--- config.mk ---
export PLATFORM = sky130hd
export DESIGN_NAME = owd_session_ctrl
export DESIGN_NICKNAME = d
export VERILOG_FILES = /design/src/rtl/owd_pkg.sv /design/src/rtl/owd_session_ctrl.sv /design/src/rtl/owd_fifo.sv /design/src/rtl/owd_sync_mon.sv
export VERILOG_INCLUDE_DIRS = /design/src /design/src/rtl
export SDC_FILE = /design/constraint.sdc
export NUM_CORES = 1
export LEC_CHECK = 0
export BUFFER_PORTS_ARGS = -buffer_cell sky130_fd_sc_hd__buf_4
export CAP_MARGIN = 0
export CORE_MARGIN = 2
export CORE_UTILIZATION = 57
export DETAILED_ROUTE_END_ITERATION = 6
export GPL_TIMING_DRIVEN = 1
export PLACE_DENSITY = 0.78
export REMOVE_ABC_BUFFERS = 1
export SYNTH_ARGS = -nofsm -noshare
export SYNTH_HDL_FRONTEND = slang
export SYNTH_SLANG_ARGS = --single-unit
--- constraint.sdc ---
create_clock -name clk_sys_i -period 3.8 [get_ports clk_sys_i]
set_input_delay 0.76 -clock clk_sys_i [delete_from_list [all_inputs] [get_ports clk_sys_i]]
set_output_delay 0.76 -clock clk_sys_i [all_outputs]
set_load 0.01 [all_outputs]
--- src/rtl/owd_regs.svh ---
// constants for the one-wire debug session controller
`ifndef OWD_REGS_SVH
`define OWD_REGS_SVH

`define OWD_STARTUP_TO_CYC 65536
`define OWD_ACCESS_TO_CYC  65536
`define OWD_OP_POS         5
`define OWD_ASIZE_POS      2
`define OWD_DSIZE_POS      0
`define OWD_OP_LOAD        3'h0
`define OWD_OP_STORE       3'h2
`define OWD_ACK_BYTE       8'h40
`define OWD_SYNC_MAX_LEN   16'h7FFF
`define OWD_SYNC_MIN_LEN   16'h0040
`define OWD_BAUD_LSB       3
`define OWD_FIFO_DEPTH     16

`endif

--- src/rtl/owd_pkg.sv ---
// types shared by the one-wire debug session controller
package owd_pkg;

  typedef enum logic [3:0] {
    OWD_ST_OFF     = 4'h0,
    OWD_ST_STARTUP = 4'h1,
    OWD_ST_SYNC    = 4'h2,
    OWD_ST_INSTR   = 4'h3,
    OWD_ST_ADDR    = 4'h4,
    OWD_ST_READ    = 4'h5,
    OWD_ST_RESP    = 4'h6,
    OWD_ST_ACK1    = 4'h7,
    OWD_ST_DATA    = 4'h8,
    OWD_ST_WRITE   = 4'h9,
    OWD_ST_ACK2    = 4'hA,
    OWD_ST_ERROR   = 4'hB
  } owd_state_t;

  typedef enum logic [2:0] {
    OWD_ERR_NONE       = 3'h0,
    OWD_ERR_PARITY     = 3'h1,
    OWD_ERR_FRAME      = 3'h2,
    OWD_ERR_ACCESS_TO  = 3'h3,
    OWD_ERR_CONTENTION = 3'h5
  } owd_err_t;

  typedef struct packed {
    logic        we;
    logic [1:0]  size;
    logic [31:0] addr;
    logic [31:0] wdata;
  } owd_bus_cmd_t;

endpackage

--- src/rtl/owd_session_ctrl.sv ---
// one-wire debug port session control and direct load/store handling
//
// Summary of operation
// programmer should reset the system before a high-voltage entry.
// after pin release, no sync start within the time-out disables the port.
// a sync too long or too short for baud recovery disables the port.
// self-disable drops power requests; only a new enable restarts it.
// programmer ends sessions by setting the session disable bit.
// session disable issues a system reset and disables the port.
// that reset restarts the cpu, drops the clock request, clears settings.
// parity, contention, frame and access time-out errors store a code.
// any error enters an error state that ignores all but a break; the code also leaves it on session disable or a bad sync.
// debugger recovers with break, sync, then reading the error code.
// idle guard bits precede the first response byte after receiving.
// idle before a response is at least the guard, at most the time-out.
// device should use two or more guard bits, debugger one.
// each instruction is one byte preceded by a sync character.
// instructions reach the port's own space and the system space; the code decodes only load and store, to the system bus.
// direct load takes address bytes per size field, returns data bytes.
// direct load data is sent only after the guard time.
// repeated loads resend the address; no automatic increment.
// the decoded access is handed to the bus side; delay is tolerated.
// direct store sends address then data, each up to 32 bits.
// store acknowledges after the address and again after the data.
// the sync character is the fixed alternating value 0x55.
`timescale 1ns/1ps
`default_nettype none
`include "owd_regs.svh"
module owd_session_ctrl #(
  parameter int unsigned STARTUP_TO_CYC = `OWD_STARTUP_TO_CYC,
  parameter int unsigned ACCESS_TO_CYC  = `OWD_ACCESS_TO_CYC
) (
  input  wire logic          clk_sys_i,
  input  wire logic          rst_n_i,
  input  wire logic          enable_i,
  input  wire logic          sync_start_i,
  input  wire logic          sync_done_i,
  input  wire logic [15:0]   sync_len_i,
  input  wire logic          rx_valid_i,
  input  wire logic [7:0]    rx_data_i,
  input  wire logic          break_i,
  input  wire logic          err_parity_i,
  input  wire logic          err_frame_i,
  input  wire logic          err_contention_i,
  input  wire logic          session_disable_i,
  input  wire logic [2:0]    guard_time_count_i,
  output logic               bus_req_o,
  output owd_pkg::owd_bus_cmd_t bus_cmd_o,
  input  wire logic          bus_ack_i,
  input  wire logic [31:0]   bus_rdata_i,
  output logic               tx_valid_o,
  output logic [7:0]         tx_data_o,
  input  wire logic          tx_ready_i,
  output logic               enabled_o,
  output logic               clk_req_o,
  output logic               sys_reset_o,
  output logic               error_state_o,
  output logic [2:0]         error_signature_o,
  output logic [11:0]        baud_o
);
  import owd_pkg::*;

  localparam logic [16:0] ACC_LAST = 17'(ACCESS_TO_CYC - 1);

  function automatic logic [31:0] put_byte(logic [31:0] w, logic [1:0] idx, logic [7:0] b);
    logic [31:0] r;
    r = w;
    r[{idx, 3'b000} +: 8] = b;
    return r;
  endfunction

  owd_state_t  state_q;
  owd_state_t  state_d;
  logic [1:0]  cnt_q;
  logic [1:0]  cnt_d;
  logic [1:0]  asz_q;
  logic [1:0]  asz_d;
  logic [1:0]  dsz_q;
  logic [1:0]  dsz_d;
  logic        store_q;
  logic        store_d;
  logic [31:0] addr_q;
  logic [31:0] addr_d;
  logic [31:0] data_q;
  logic [31:0] data_d;
  logic        bus_req_q;
  logic        bus_req_d;
  logic [16:0] acc_q;
  logic [16:0] acc_d;
  owd_err_t    err_q;
  owd_err_t    err_d;
  logic [11:0] baud_q;
  logic [11:0] baud_d;
  logic        sys_rst_q;
  logic        sys_rst_d;
  logic [14:0] guard_q;
  logic [14:0] guard_d;

  logic        push_valid;
  logic        push_ready;
  logic [7:0]  push_data;
  logic        flush;
  logic        fifo_valid;
  logic        to_pulse;
  logic        sync_ok;
  logic        sync_bad;
  logic        active;
  logic        phy_err;
  logic        acc_to;
  logic [2:0]  opcode;

  owd_sync_mon #(
    .TO_CYC (STARTUP_TO_CYC)
  ) u_sync (
    .clk_sys_i    (clk_sys_i),
    .rst_n_i      (rst_n_i),
    .arm_i        (state_q == OWD_ST_STARTUP),
    .sync_start_i (sync_start_i),
    .sync_done_i  (sync_done_i),
    .sync_len_i   (sync_len_i),
    .timeout_o    (to_pulse),
    .sync_ok_o    (sync_ok),
    .sync_bad_o   (sync_bad)
  );

  owd_fifo #(
    .WIDTH (8),
    .DEPTH (`OWD_FIFO_DEPTH)
  ) u_fifo (
    .clk_sys_i   (clk_sys_i),
    .rst_n_i     (rst_n_i),
    .flush_i     (flush),
    .in_valid_i  (push_valid),
    .in_ready_o  (push_ready),
    .in_data_i   (push_data),
    .out_valid_o (fifo_valid),
    .out_ready_i (tx_ready_i && guard_q == '0),
    .out_data_o  (tx_data_o)
  );

  assign opcode  = rx_data_i[`OWD_OP_POS +: 3];
  assign active  = state_q != OWD_ST_OFF && state_q != OWD_ST_STARTUP && state_q != OWD_ST_ERROR;
  assign phy_err = err_parity_i || err_frame_i || err_contention_i;
  // a stuck bus access ends in an error, bounding the idle time
  assign acc_to  = (state_q == OWD_ST_READ || state_q == OWD_ST_WRITE) && acc_q == ACC_LAST;

  always_comb begin
    state_d    = state_q;
    cnt_d      = cnt_q;
    asz_d      = asz_q;
    dsz_d      = dsz_q;
    store_d    = store_q;
    addr_d     = addr_q;
    data_d     = data_q;
    bus_req_d  = bus_req_q;
    acc_d      = acc_q;
    err_d      = err_q;
    baud_d     = baud_q;
    sys_rst_d  = 1'b0;
    push_valid = 1'b0;
    push_data  = (state_q == OWD_ST_RESP) ? data_q[{cnt_q, 3'b000} +: 8] : `OWD_ACK_BYTE;
    flush      = 1'b0;
    if (state_q != OWD_ST_OFF && session_disable_i) begin
      // see R6 see R7: reset pulse, clock request dropped, settings cleared
      state_d   = OWD_ST_OFF;
      sys_rst_d = 1'b1;
      baud_d    = '0;
      err_d     = OWD_ERR_NONE;
      bus_req_d = 1'b0;
      flush     = 1'b1;
    end else if (state_q != OWD_ST_OFF && sync_bad) begin
      state_d   = OWD_ST_OFF; // see R3
      bus_req_d = 1'b0;
      flush     = 1'b1;
    end else if (state_q != OWD_ST_OFF && state_q != OWD_ST_STARTUP && break_i) begin
      state_d   = OWD_ST_SYNC; // only a break takes the error state back to sync
      bus_req_d = 1'b0;
      flush     = 1'b1;
    end else if (active && (phy_err || acc_to)) begin
      // see R8
      state_d   = OWD_ST_ERROR;
      bus_req_d = 1'b0;
      flush     = 1'b1;
      if (err_contention_i) begin
        err_d = OWD_ERR_CONTENTION;
      end else if (err_frame_i) begin
        err_d = OWD_ERR_FRAME;
      end else if (err_parity_i) begin
        err_d = OWD_ERR_PARITY;
      end else begin
        err_d = OWD_ERR_ACCESS_TO;
      end
    end else begin
      unique case (state_q)
        OWD_ST_OFF: begin
          if (enable_i) begin
            state_d = OWD_ST_STARTUP;
          end
        end
        OWD_ST_STARTUP, OWD_ST_SYNC: begin
          if (state_q == OWD_ST_STARTUP && to_pulse) begin
            state_d = OWD_ST_OFF; // see R2
          end else if (sync_ok) begin
            baud_d  = sync_len_i[`OWD_BAUD_LSB +: 12];
            state_d = OWD_ST_INSTR;
          end
        end
        OWD_ST_INSTR: begin
          if (rx_valid_i) begin
            cnt_d = 2'h0;
            asz_d = rx_data_i[`OWD_ASIZE_POS +: 2];
            dsz_d = rx_data_i[`OWD_DSIZE_POS +: 2];
            // see R14 see R15: unsupported codes wait for the next sync
            if (opcode == `OWD_OP_LOAD || opcode == `OWD_OP_STORE) begin
              store_d = opcode == `OWD_OP_STORE;
              addr_d  = '0;
              state_d = OWD_ST_ADDR;
            end else begin
              state_d = OWD_ST_SYNC;
            end
          end
        end
        OWD_ST_ADDR: begin
          if (rx_valid_i) begin
            addr_d = put_byte(addr_q, cnt_q, rx_data_i); // see R16
            if (cnt_q == asz_q) begin
              cnt_d = 2'h0;
              if (store_q) begin
                state_d = OWD_ST_ACK1;
              end else begin
                bus_req_d = 1'b1;
                acc_d     = '0;
                state_d   = OWD_ST_READ;
              end
            end else begin
              cnt_d = cnt_q + 2'h1;
            end
          end
        end
        OWD_ST_READ, OWD_ST_WRITE: begin
          acc_d = acc_q + 17'h1;
          if (bus_ack_i) begin
            bus_req_d = 1'b0;
            cnt_d     = 2'h0;
            data_d    = store_q ? data_q : bus_rdata_i;
            state_d   = store_q ? OWD_ST_ACK2 : OWD_ST_RESP;
          end
        end
        OWD_ST_RESP: begin
          push_valid = 1'b1; // data bytes least significant first
          if (push_ready) begin
            if (cnt_q == dsz_q) begin
              state_d = OWD_ST_SYNC; // next load carries its own address
            end else begin
              cnt_d = cnt_q + 2'h1;
            end
          end
        end
        OWD_ST_ACK1: begin
          push_valid = 1'b1;
          if (push_ready) begin
            data_d  = '0;
            state_d = OWD_ST_DATA;
          end
        end
        OWD_ST_DATA: begin
          if (rx_valid_i) begin
            data_d = put_byte(data_q, cnt_q, rx_data_i);
            if (cnt_q == dsz_q) begin
              bus_req_d = 1'b1;
              acc_d     = '0;
              state_d   = OWD_ST_WRITE;
            end else begin
              cnt_d = cnt_q + 2'h1;
            end
          end
        end
        OWD_ST_ACK2: begin
          push_valid = 1'b1;
          if (push_ready) begin
            state_d = OWD_ST_SYNC;
          end
        end
        OWD_ST_ERROR: begin
          state_d = OWD_ST_ERROR;
        end
        default: begin
          state_d = OWD_ST_OFF;
        end
      endcase
    end
  end

  always_ff @(posedge clk_sys_i or negedge rst_n_i) begin
    if (!rst_n_i) begin
      state_q   <= OWD_ST_OFF;
      cnt_q     <= '0;
      asz_q     <= '0;
      dsz_q     <= '0;
      store_q   <= 1'b0;
      addr_q    <= '0;
      data_q    <= '0;
      bus_req_q <= 1'b0;
      acc_q     <= '0;
      err_q     <= OWD_ERR_NONE;
      baud_q    <= '0;
      sys_rst_q <= 1'b0;
    end else begin
      state_q   <= state_d;
      cnt_q     <= cnt_d;
      asz_q     <= asz_d;
      dsz_q     <= dsz_d;
      store_q   <= store_d;
      addr_q    <= addr_d;
      data_q    <= data_d;
      bus_req_q <= bus_req_d;
      acc_q     <= acc_d;
      err_q     <= err_d;
      baud_q    <= baud_d;
      sys_rst_q <= sys_rst_d;
    end
  end

  // guard reloads on every received byte, so it always counts from the last one
  always_comb begin
    guard_d = guard_q;
    if (rx_valid_i) begin
      guard_d = {3'b000, baud_q} * {12'h000, guard_time_count_i}; // see R11 see R13
    end else if (guard_q != '0) begin
      guard_d = guard_q - 15'h1;
    end
  end

  always_ff @(posedge clk_sys_i or negedge rst_n_i) begin
    if (!rst_n_i) begin
      guard_q <= '0;
    end else begin
      guard_q <= guard_d;
    end
  end

  assign tx_valid_o        = fifo_valid && guard_q == '0;
  assign bus_req_o         = bus_req_q;
  assign bus_cmd_o         = '{we: store_q, size: dsz_q, addr: addr_q, wdata: data_q};
  assign clk_req_o         = state_q != OWD_ST_OFF;
  assign enabled_o         = state_q != OWD_ST_OFF && state_q != OWD_ST_STARTUP;
  assign error_state_o     = state_q == OWD_ST_ERROR;
  assign error_signature_o = err_q;
  assign baud_o            = baud_q;
  assign sys_reset_o       = sys_rst_q;
endmodule
`default_nettype wire

--- src/rtl/owd_fifo.sv ---
// response byte fifo between the session controller and the transmitter
`timescale 1ns/1ps
`default_nettype none
module owd_fifo #(
  parameter int unsigned WIDTH = 8,
  parameter int unsigned DEPTH = 16
) (
  input  wire logic             clk_sys_i,
  input  wire logic             rst_n_i,
  input  wire logic             flush_i,
  input  wire logic             in_valid_i,
  output logic                  in_ready_o,
  input  wire logic [WIDTH-1:0] in_data_i,
  output logic                  out_valid_o,
  input  wire logic             out_ready_i,
  output logic [WIDTH-1:0]      out_data_o
);
  import owd_pkg::*;

  localparam int unsigned AW = $clog2(DEPTH);
  localparam logic [AW:0] FULL_CNT = (AW + 1)'(DEPTH);

  logic [WIDTH-1:0] mem_q [DEPTH];
  logic [WIDTH-1:0] mem_d [DEPTH];
  logic [AW:0]      wr_q;
  logic [AW:0]      wr_d;
  logic [AW:0]      rd_q;
  logic [AW:0]      rd_d;

  assign in_ready_o  = (wr_q - rd_q) != FULL_CNT;
  assign out_valid_o = wr_q != rd_q;
  assign out_data_o  = mem_q[rd_q[AW-1:0]];

  always_comb begin
    mem_d = mem_q;
    wr_d  = wr_q;
    rd_d  = rd_q;
    if (flush_i) begin
      wr_d = '0;
      rd_d = '0;
    end else begin
      if (in_valid_i && in_ready_o) begin
        mem_d[wr_q[AW-1:0]] = in_data_i;
        wr_d = wr_q + 1'b1;
      end
      if (out_valid_o && out_ready_i) begin
        rd_d = rd_q + 1'b1;
      end
    end
  end

  always_ff @(posedge clk_sys_i or negedge rst_n_i) begin
    if (!rst_n_i) begin
      wr_q <= '0;
      rd_q <= '0;
    end else begin
      wr_q <= wr_d;
      rd_q <= rd_d;
    end
  end

  // payload needs no reset; pointers guard it
  always_ff @(posedge clk_sys_i) begin
    mem_q <= mem_d;
  end
endmodule
`default_nettype wire

--- src/rtl/owd_sync_mon.sv ---
// start-up time-out counter and sync character length check
`timescale 1ns/1ps
`default_nettype none
`include "owd_regs.svh"
module owd_sync_mon #(
  parameter int unsigned TO_CYC = `OWD_STARTUP_TO_CYC
) (
  input  wire logic        clk_sys_i,
  input  wire logic        rst_n_i,
  input  wire logic        arm_i,
  input  wire logic        sync_start_i,
  input  wire logic        sync_done_i,
  input  wire logic [15:0] sync_len_i,
  output logic             timeout_o,
  output logic             sync_ok_o,
  output logic             sync_bad_o
);
  import owd_pkg::*;

  localparam logic [16:0] TO_LAST = 17'(TO_CYC - 1);

  logic [16:0] cnt_q;
  logic [16:0] cnt_d;
  logic        seen_q;
  logic        seen_d;
  logic        len_ok;

  // too long overflows the baud register, too short cannot be sampled
  assign len_ok     = sync_len_i <= `OWD_SYNC_MAX_LEN && sync_len_i >= `OWD_SYNC_MIN_LEN;
  assign sync_ok_o  = sync_done_i && len_ok;
  assign sync_bad_o = sync_done_i && !len_ok;
  assign timeout_o  = arm_i && !seen_q && cnt_q == TO_LAST;

  always_comb begin
    cnt_d  = cnt_q;
    seen_d = seen_q;
    if (!arm_i) begin
      cnt_d  = '0;
      seen_d = 1'b0;
    end else if (sync_start_i) begin
      seen_d = 1'b1;
    end else if (!seen_q && cnt_q != TO_LAST) begin
      cnt_d = cnt_q + 17'h1;
    end
  end

  always_ff @(posedge clk_sys_i or negedge rst_n_i) begin
    if (!rst_n_i) begin
      cnt_q  <= '0;
      seen_q <= 1'b0;
    end else begin
      cnt_q  <= cnt_d;
      seen_q <= seen_d;
    end
  end
endmodule
`default_nettype wire

==> results by group, run 1 <==
Logic synthesis
  • Synth cell types: 82
  • Count of state elements after synthesis: 280
  • Syn Std Cell Area: roughly 0.015 mm²
  • Asr flop ratio synth: a little over half
  • Post-synth EDFFs: about 130
  • Synth top area cells: edfxtp_1 26%, dfrtp_1 26%, mux4_2 7.3%
  • Most numerous cell in the Yosys netlist: dfrtp_1
  • Top cells by count, synth: 152 x dfrtp_1, 145 x nand2_1, 128 x edfxtp_1
  • Post-synthesis xor/xnor area fraction: roughly 2.5%
  • Sequential area share after synthesis: 51.6%
  • Average cell area after synthesis: 11.6 µm²
  • Synth top area share: between 20% and 30%
  • Yosys top cell by area: edfxtp_1
  • Synth Area in Simple Gates: 13.7%
  • Post-synthesis adder-cell area fraction: between 4 and 5%
  • Synth Area in Compound Gates: just over 10%
  • Synth warn: 0
  • Multiplexer share of the synthesized area: 13.7%
  • Post-synth top flop: dfrtp_1
  • Main combinational cell family by area after synthesis: multiplexers
  • Cells after synthesis: between 1000 and 1500

Clock network
  • Cts bufs inserted: 29
  • Clock slew at reported path FFs: ~60 ps
  • Insertion delay to the later sink of the worst-skew pair: roughly 550 ps
  • H-tree Lvls: 1
  • Hold buffers post-CTS: 0
  • CTS root buffer: clkbuf_16
  • CTS tree: done
  • Clock buffer depth: 3
  • Clock Sinks: 280

GRT
  • Initial antenna violation count: 0
  • Gr ovfl total: 0
  • Vias in the first global route: around 11000
  • Largest net degree at the start of global routing: 84
  • Global-route wire length before repair: about 58000 µm
  • GR Util All Layers: between 20 and 30%

Route
  • ANT nets after route: 0
  • Remaining DRCs: 0
  • Pre-antenna DRT Iters: 6
  • Per-cell routed wire length: between 15 and 20 µm
  • DR iter-0 viols: between 700 and 800
  • DR vias/cell: ~6
  • Vias: 10666
  • Final WL: 35700 µm

Power
  • Comb pwr share: roughly 33%
  • Switching Share: approximately a third
  • Power Internal: approximately 7.3 mW
  • Static Leak: 7.62 nW
  • Clock Power Share: around 28%
  • Worst vdd ir: between 0.4 and 0.5 mV
  • Power share of the sequential group: 38.5%
  • P_sw: 3.59 mW
  • PD cells: approximately 620 mW/mm²

Critical path
  • Register-to-Register Path Depth: 14
  • Worst Path Arrival: between 3000 and 4000 ps
  • Type of the worst setup path: reg2reg
  • RR Endpoint: u_fifo.mem_q[48]
  • Crit-path max FO: 8
  • CP startpoint kind: flop
  • Crit end category: flop
  • Reg-to-Reg Start: acc_q[0]
  • Critical path required time: between 3000 and 4000 ps
  • Reg2reg setup slack: between 200 and 300 ps

Finish
  • Share of layout cells above drive strength 1: around a quarter
  • Synth-to-layout area growth: 17.8%
  • Net count, final: 1546
  • Fin util: 67.8%
  • Diodes inserted: 0

STA
  • Layout Skew: roughly 13 ps
  • F_max: ~0.28 GHz
  • Crit share post-route: between 90% and 100%
  • Min Tclk post-route: around 3500 ps
  • Slew headroom: between 20% and 30%
  • RSZ-0062 raised after global routing: false
  • Worst slew pin tran: 1090 ps
  • Hold slack: between 200 and 300 ps
  • Hold Vio Cnt, Final: 0
  • Setup Viol. Count Final: 0
  • Slew Viols, Final: 0

Floorplanning
  • Die area: 0.0273 mm²
  • Rows: a little under 60
  • I/O pins: between 150 and 200
  • Core Box Area: about 0.026 mm²
  • Die Y: around 170 µm
  • Initial core utilization: between 50% and 60%
  • Chip width: 165 µm

Flow run
  • Max-cap viol count: 0

Worst hold path
  • Worst Hold Class: in2async

Placement
  • Buffers on Ports: 164
  • Detailed Place HPWL: around 25000 µm
  • Gpl congestion: around 0.86

Outcome
  • Status: finished clean
critical path, cell delays in order (launching register included):
cell and delay, ps:
dfrtp_1 420, ha_1 240, nand3_1 150, nor2_1 110
and3_1 210, nand3_1 130, nor2_1 60, ha_1 190
nand3b_1 120, o221ai_1 170, a22oi_1 190, buf_4 180
nand3_1 140, buf_4 200, nor2_1 650
cells by family (layout without fill, tap and decap cells):
kind of cell    Yosys count  after routing
compound gates          235            235
xor+xnor                 41             41
simple gates            408            408
mux                     127            127
fa+ha+maj                43             43
buf+inv                 146            319
flops                   280            280
power by group through the flow:
stage          sequential, mW  combinational (mW)  clock, mW
3_3_place_gp             4.19                3.50          0
4_1_cts                  4.17                3.62       3.09
5_1_grt                  4.26                3.94       3.22
6_report                 4.19                3.61       3.07
2_1_floorplan            4.30                1.98          0
3_5_place_dp             4.21                3.59          0
cell usage in the layout (no fill, tap or decap), types with 8 or more instances in the layout:
master	n
buf_4	185
dfrtp_1	151
nand2_1	145
edfxtp_1	128
o21ai_0	86
nor2_1	80
inv_1	76
a21oi_1	59
nor2b_1	48
mux4_2	48
mux2i_1	41
ha_1	32
mux2_4	30
clkbuf_16	29
xor2_1	22
nand3_1	21
nor3_1	20
xnor2_1	18
and2_1	14
a22o_1	14
nand2b_1	13
o31ai_1	13
or3_1	13
fa_1	11
nand4_1	8
mux2_2	8
registers in the layout (all words and copies together), names as in the netlist:
signal,cells
addr_q,32
u_fifo.mem_q,128
state_q,4
store_q,1
acc_q,17
guard_q,15
baud_o,12
data_q,32
asz_q,2
dsz_q,2
error_signature_o,3
u_sync.seen_q,1
cnt_q,2
u_fifo.wr_q,5
u_fifo.rd_q,5
bus_req_o,1
sys_reset_o,1
u_sync.cnt_q,17
area by class of cell:
type,count,area [µm²]
fill,1831,8300
tap,335,419
timing repair buffer,189,1460
clock inverter,15,248
sequential,280,7650
clock buffer,38,790
inverter,77,289
multi-input combinational,854,6610
how the worst max path moves through the flow:
| stage | from | end | slack, ps |
|---|---|---|---|
| 3_5_place_dp | guard_time_count_i[2] | guard_q[13] | 90 |
| 4_1_cts | acc_q[0] | u_fifo.mem_q[112] | 170 |
| 2_1_floorplan | u_fifo.rd_q[0] | data_q[0] | -960 |
| 6_report | acc_q[0] | u_fifo.mem_q[48] | 260 |
| 3_3_place_gp | guard_time_count_i[2] | guard_q[13] | 160 |
| 5_1_grt | acc_q[0] | acc_q[10] | 10 |
stage by stage:
step | std cells | setup slack [ps] | area, µm² | setup TNS, ps | power (mW)
finish | 1788 | 256 | 17500 | 0 | 10.9
detailed placement | 1735 | 93.0 | 16400 | 0 | 7.80
global placement | 1735 | 161 | 16400 | 0 | 7.69
floorplan | 1211 | -955 | 14500 | -30430 | 6.28
CTS | 1788 | 167 | 17400 | 0 | 10.9
global route | 1788 | 11.0 | 17500 | 0 | 11.4
routing by layer:
| layer | global-route usage (%) | share of wire, % | vias to the layer above |
|---|---|---|---|
| met2 | 45.3 | 50 | 338 |
| met4 | 7.47 | 2.3 | 0 |
| met5 | 0 | 0 | - |
| met3 | 5.77 | 7.2 | 62 |
| met1 | 35.5 | 41 | 5343 |
| li1 | - | - | 4923 |
repair_timing:
action,4_1_cts,5_1_grt
setup buffers,0,0
gates resized for setup,0,3
endpoints found under the hold margin,0,0
endpoints found under the setup margin,0,24
(Power assumes the default switching activity.)
==> inputs of run 2 (changes only) <==
--- a/config.mk
+++ b/config.mk
@@ -6,7 +6,7 @@
 export SDC_FILE = /design/constraint.sdc
 export NUM_CORES = 1
 export LEC_CHECK = 0
-export BUFFER_PORTS_ARGS = -buffer_cell sky130_fd_sc_hd__buf_4
+export BUFFER_PORTS_ARGS = -buffer_cell sky130_fd_sc_hd__buf_2
 export CAP_MARGIN = 0
 export CORE_MARGIN = 2
 export CORE_UTILIZATION = 57
==> run 2 against run 1 <==
Net effect:
- core utilization decreased by 1.7 points
- cell count grew 0.34%
- power down 4.0%
- clock skew up 11 ps
- register-to-register slack improved by 120 ps
- critical path type is now reg2out
- critical endpoint is now tx_data_o[6]
==> results by group, run 2 (same netlist as run 1, synthesis figures left out) <==
Outcome
  • Status: finished clean

Critical path
  • Type of the worst setup path: reg2out
  • CP Launch Point: u_fifo.rd_q[0]
  • Crit path buffers/inverters: 2
  • CP startpoint kind: flop
  • CP delay by family, top: multiplexers
  • Reg-to-Reg Start: acc_q[0]
  • Cell chain of the critical path: buf_4 -> mux4_2 -> mux4_2 -> buf_2
  • Critical path required time: around 3000 ps
  • Crit end category: output port
  • Crit-path max cell delay: around 620 ps
  • Crit-path max FO: 35
  • Worst Path Arrival: 2750 ps
  • Top cell by count, worst path: mux4_2
  • CP max stage cell: mux4_2

GRT
  • Grt peak-use layer: met2
  • Met1 Usage GRT: around a third
  • Gr ovfl total: 0
  • Global-route wire length before repair: 56400 µm
  • GR Util All Layers: 26.4%
  • Initial antenna violation count: 3
  • Largest net degree at the start of global routing: 66
  • Vias in the first global route: approximately 11000
  • Routing usage on met2: 43.9%
  • M3 GR Usage: 6.19%

Clock network
  • Insertion delay to the later sink of the worst-skew pair: between 500 and 600 ps
  • CTS resizes: 0
  • Hold buffers post-CTS: 0
  • H-tree Lvls: 1
  • CTS root buffer: clkbuf_16
  • Number of post-CTS setup repair buffers: 0
  • Clock slew at reported path FFs: 60 ps
  • CTS tree: done
  • Cts bufs inserted: 28
  • Clock buffer depth: 3
  • Clock Sinks: 280

Flow run
  • Max-cap viol count: 0

STA
  • RSZ-0062 raised after global routing: false
  • Slew headroom: 29.0%
  • Worst slew pin tran: 1060 ps
  • Hold slack: 207 ps
  • Hold Vio Cnt, Final: 0
  • Min Tclk post-route: ~3500 ps
  • Slew Viols, Final: 0
  • Setup Viol. Count Final: 0
  • F_max: between 0.2 and 0.3 GHz
  • Layout Skew: between 20 and 25 ps
  • Crit share post-route: just over 90%
  • Setup tns final: 0 ps

Finish
  • Max reg flops: approximately 130
  • Layout Cell Area excl Fill: approximately 0.017 mm²
  • Net count, final: ~1600
  • Synth-to-layout area growth: 14.9%
  • Largest register by flop count: u_fifo.mem_q
  • Share of layout cells above drive strength 1: 24.5%
  • Most common cell after layout, fill and taps aside: buf_2
  • Most frequent cells in the layout: 163 x buf_2, 151 x dfrtp_1, 145 x nand2_1
  • Largest regs: u_fifo.mem_q x128, addr_q x32, data_q x32

Placement
  • Buffers on Ports: between 150 and 200
  • Detailed Place HPWL: around 24000 µm
  • Gpl congestion: approximately 0.86
  • Placed cell areas: around 0.016 mm²

Floorplanning
  • I/O pins: 168
  • Chip width: between 150 and 200 µm
  • Die area: approximately 0.027 mm²
  • Core Box Area: roughly 0.026 mm²
  • Die Y: between 150 and 200 µm
  • Initial core utilization: a little under three fifths
  • Rows: just under 60

Route
  • Remaining DRCs: 0
  • Final WL: around 35000 µm
  • DR vias/cell: around 5.9
  • Vias: between 10000 and 15000
  • ANT nets after route: 0
  • Pre-antenna DRT Iters: 5
  • DR iter-0 viols: 670
  • Per-cell routed wire length: ~19 µm

Power
  • Static Leak: about 7.5 nW
  • Worst vdd ir: about 0.52 mV
  • PD cells: 612 mW/mm²

Worst hold path
  • Worst Hold Class: in2async
-- run 2: worst reg2reg max path: cells and delay by family, from the launching register on --
| family | cells | cell delay (ps) |
|---|---|---|
| compound gates | 2 | 360 |
| fa+ha+maj | 2 | 430 |
| buf+inv | 2 | 370 |
| flops | 1 | 420 |
| simple gates | 8 | 1440 |
-- run 2: metrics by stage --
step	cells	power (mW)	worst slack (ps)	util, %
2_1_floorplan	1211	6.28	-955	-
3_3_place_gp	1741	7.43	164	62.2
3_5_place_dp	1741	7.54	74.7	62.2
4_1_cts	1793	10.4	192	66.0
5_1_grt	1793	11.0	30.5	66.1
6_report	1794	10.4	289	66.1
-- run 2: report_power, final --
part,internal [mW],total (mW),switching [mW]
sequential,3.65,4.17,0.526
clock,1.72,2.88,1.16
combinational,1.51,3.37,1.85
-- run 2: cell type report --
type	count	area, µm²
antenna	1	2.50
clock buffer	41	790
clock inverter	11	181
fill	1837	8730
inverter	77	289
multi-input combinational	854	6620
sequential	280	7650
tap	335	419
timing repair buffer	195	1080
-- run 2: layer usage --
layer / share of wire [%] / routed length (µm)
met5: 0.032 / 11
met3: 7.6 / 2670
met4: 2.1 / 741
met1: 42 / 14500
met2: 49 / 17000
-- run 2: worst paths after layout --
path | endpoint | slack [ps] | cells after the start
worst max-delay path | tx_data_o[6] | 290 | 4
worst max register to register | u_fifo.mem_q[61] | 380 | 14
max in group asynchronous | data_q[29] | 2780 | 2
min in group clk_sys_i | baud_o[2] | 430 | 2
worst min register to register | acc_q[7] | 480 | 1
worst min-delay path | addr_q[5] | 210 | 1
==> inputs of run 3 (changes only) <==
--- a/config.mk
+++ b/config.mk
@@ -9,10 +9,10 @@
 export BUFFER_PORTS_ARGS = -buffer_cell sky130_fd_sc_hd__buf_2
 export CAP_MARGIN = 0
 export CORE_MARGIN = 2
-export CORE_UTILIZATION = 57
+export CORE_UTILIZATION = 59
 export DETAILED_ROUTE_END_ITERATION = 6
 export GPL_TIMING_DRIVEN = 1
-export PLACE_DENSITY = 0.78
+export PLACE_DENSITY = 0.8
 export REMOVE_ABC_BUFFERS = 1
 export SYNTH_ARGS = -nofsm -noshare
 export SYNTH_HDL_FRONTEND = slang
==> run 3 against run 2 <==
Net effect:
- register-to-register slack worse by 150 ps
- critical path type unchanged
- first-iteration DRC count increased by 18%
- wire length grew 1.1%
- clock power increased by 6%
- final area up 0.15%
- via count up 1.1%
- largest power group unchanged
- clock skew rose by 1.4 ps
==> results by group, run 3 (same netlist as run 1, synthesis figures left out) <==
Power
  • PD cells: 621 mW/mm²
  • Worst vdd ir: 0.519 mV
  • Switching Share: about a third
  • Comb pwr share: 31.7%
  • P_sw: around 3.6 mW
  • Static Leak: around 7.5 nW
  • Power share of the sequential group: between 30% and 40%
  • Power Internal: approximately 7 mW
  • Clock Power Share: 28.8%

Critical path
  • CP max stage cell: mux4_2
  • CP Capture Point: tx_data_o[4]
  • Crit-path max cell delay: 640 ps
  • Cell chain of the critical path: buf_4 -> mux4_2 -> mux4_2 -> buf_2
  • Top cell by count, worst path: mux4_2
  • Crit end category: output port
  • RR Endpoint: acc_q[7]
  • Reg2reg setup slack: between 200 and 250 ps
  • Register-to-Register Path Depth: 15
  • CP Launch Point: u_fifo.rd_q[0]
  • Reg-to-Reg Start: acc_q[0]
  • Crit-path max FO: 35
  • Critical path required time: 3040 ps
  • Worst Path Arrival: around 2800 ps
  • Type of the worst setup path: reg2out
  • CP startpoint kind: flop

Finish
  • Share of layout cells above drive strength 1: 24.9%
  • Largest regs: u_fifo.mem_q x128, addr_q x32, data_q x32
  • Synth-to-layout area growth: 15.1%
  • Largest register by flop count: u_fifo.mem_q
  • Multi-input logic area: between 0.006 and 0.007 mm²
  • Net count, final: 1548
  • Max reg flops: 128
  • Most frequent cells in the layout: 163 x buf_2, 151 x dfrtp_1, 145 x nand2_1
  • FILL cells: roughly 1800
  • Most common cell after layout, fill and taps aside: buf_2
  • Sequential cell area: between 0.007 and 0.008 mm²
  • Fin util: 68.5%
  • Layout Cell Area excl Fill: 0.0171 mm²

STA
  • Slew Viols, Final: 0
  • Worst slew pin tran: about 1100 ps
  • F_max: roughly 0.28 GHz
  • Setup tns final: 0 ps
  • Min Tclk post-route: 3590 ps
  • Layout Skew: ~26 ps
  • RSZ-0062 raised after global routing: false
  • Hold Vio Cnt, Final: 0
  • Setup Viol. Count Final: 0
  • Crit share post-route: between 90% and 100%
  • Fin worst setup slack: 212 ps
  • Slew headroom: 23.8%

Route
  • DR iter-0 viols: roughly 800
  • Per-cell routed wire length: about 20 µm
  • Vias: 10763
  • Remaining DRCs: 0
  • Final WL: between 30000 and 40000 µm
  • Pre-antenna DRT Iters: 5
  • ANT nets after route: 0
  • DR vias/cell: roughly 6

Placement
  • Gpl congestion: around 0.86
  • Placed cell areas: approximately 0.016 mm²
  • Place WS: 96.3 ps
  • Buffers on Ports: about 160
  • Detailed Place HPWL: approximately 24000 µm

Clock network
  • Cts bufs inserted: 28
  • CTS tree: done
  • Number of post-CTS setup repair buffers: 0
  • H-tree Lvls: 1
  • Hold buffers post-CTS: 0
  • Insertion delay to the later sink of the worst-skew pair: 570 ps
  • Clock slew at reported path FFs: 60 ps
  • Clock buffer depth: 3
  • CTS root buffer: clkbuf_16
  • Clock Sinks: 280

Floorplanning
  • Initial core utilization: 59.6%
  • Die Y: roughly 160 µm
  • I/O pins: between 150 and 200
  • Chip width: between 150 and 200 µm
  • Die area: 0.0264 mm²
  • Core Box Area: 0.0249 mm²
  • Rows: 58

Flow run
  • Max-cap viol count: 0

GRT
  • Largest net degree at the start of global routing: just under 70
  • Initial antenna violation count: 3
  • GR Util All Layers: a little over a quarter
  • Global-route wire length before repair: 56800 µm
  • Vias in the first global route: between 10000 and 15000
  • Gr ovfl total: 0

Worst hold path
  • Worst Hold Class: in2async

Outcome
  • Status: finished clean
-- run 3: changes by cell type in the layout (fill, tap and decap cells not counted), sizes merged --
cell	previous run	this run
inv	77	81
diode	1	2
bufinv	4	6
buf	195	192
clkinv	6	5
clkbuf	41	28
clkinvlp	1	9
-- run 3: critical path: cells and delay by family (launching register included) --
| kind | cells | cell delay [ps] |
|---|---|---|
| buf+inv | 2 | 720 |
| mux | 2 | 1150 |
| flops | 1 | 380 |
-- run 3: per-layer routing --
metal / part of all wire, % / wire, µm / global-route usage, %
met1: 41 / 14600 / 36.8
met2: 49 / 17400 / 45.4
met3: 7.9 / 2790 / 5.58
met4: 1.6 / 560 / 6.32
met5: 0.037 / 13 / 0
-- run 3: cell type report --
cell class | count | share of cell area [%]
antenna | 2 | 0.0293
clock buffer | 28 | 4.11
clock inverter | 24 | 1.96
inverter | 77 | 1.69
multi-input combinational | 854 | 38.8
sequential | 280 | 44.8
tap | 330 | 2.42
timing repair buffer | 192 | 6.15
-- run 3: worst min path at each step --
| stage | startpoint | endpoint | cells after the start |
|---|---|---|---|
| 5_1_grt | rst_n_i | addr_q[18] | 1 |
| 6_report | rst_n_i | u_sync.cnt_q[4] | 1 |
| 3_5_place_dp | acc_q[15] | acc_q[15] | 1 |
| 2_1_floorplan | acc_q[10] | acc_q[10] | 1 |
| 3_3_place_gp | acc_q[7] | acc_q[7] | 1 |
| 4_1_cts | rst_n_i | addr_q[18] | 1 |
-- run 3: repair_timing --
item / CTS / global route
gates resized for setup: 0 / 4
endpoints found under the setup margin: 0 / 27
endpoints found under the hold margin: 0 / 0
-- run 3: power by group through the flow --
stage               clock network, mW  logic, mW  registers [mW]
floorplan                           0       1.98            4.30
global placement                    0       3.23            4.19
detailed placement                  0       3.33            4.21
CTS                              3.09       3.34            4.17
global route                     3.21       3.68            4.25
finish                           3.05       3.36            4.18
-- run 3: through the flow --
stage               hold WS [ps]  std cells  power [mW]
global placement             460       1733        7.42
CTS                          213       1785        10.6
finish                       203       1787        10.6
detailed placement           473       1733        7.53
global route                 235       1786        11.1
floorplan                    437       1211        6.28
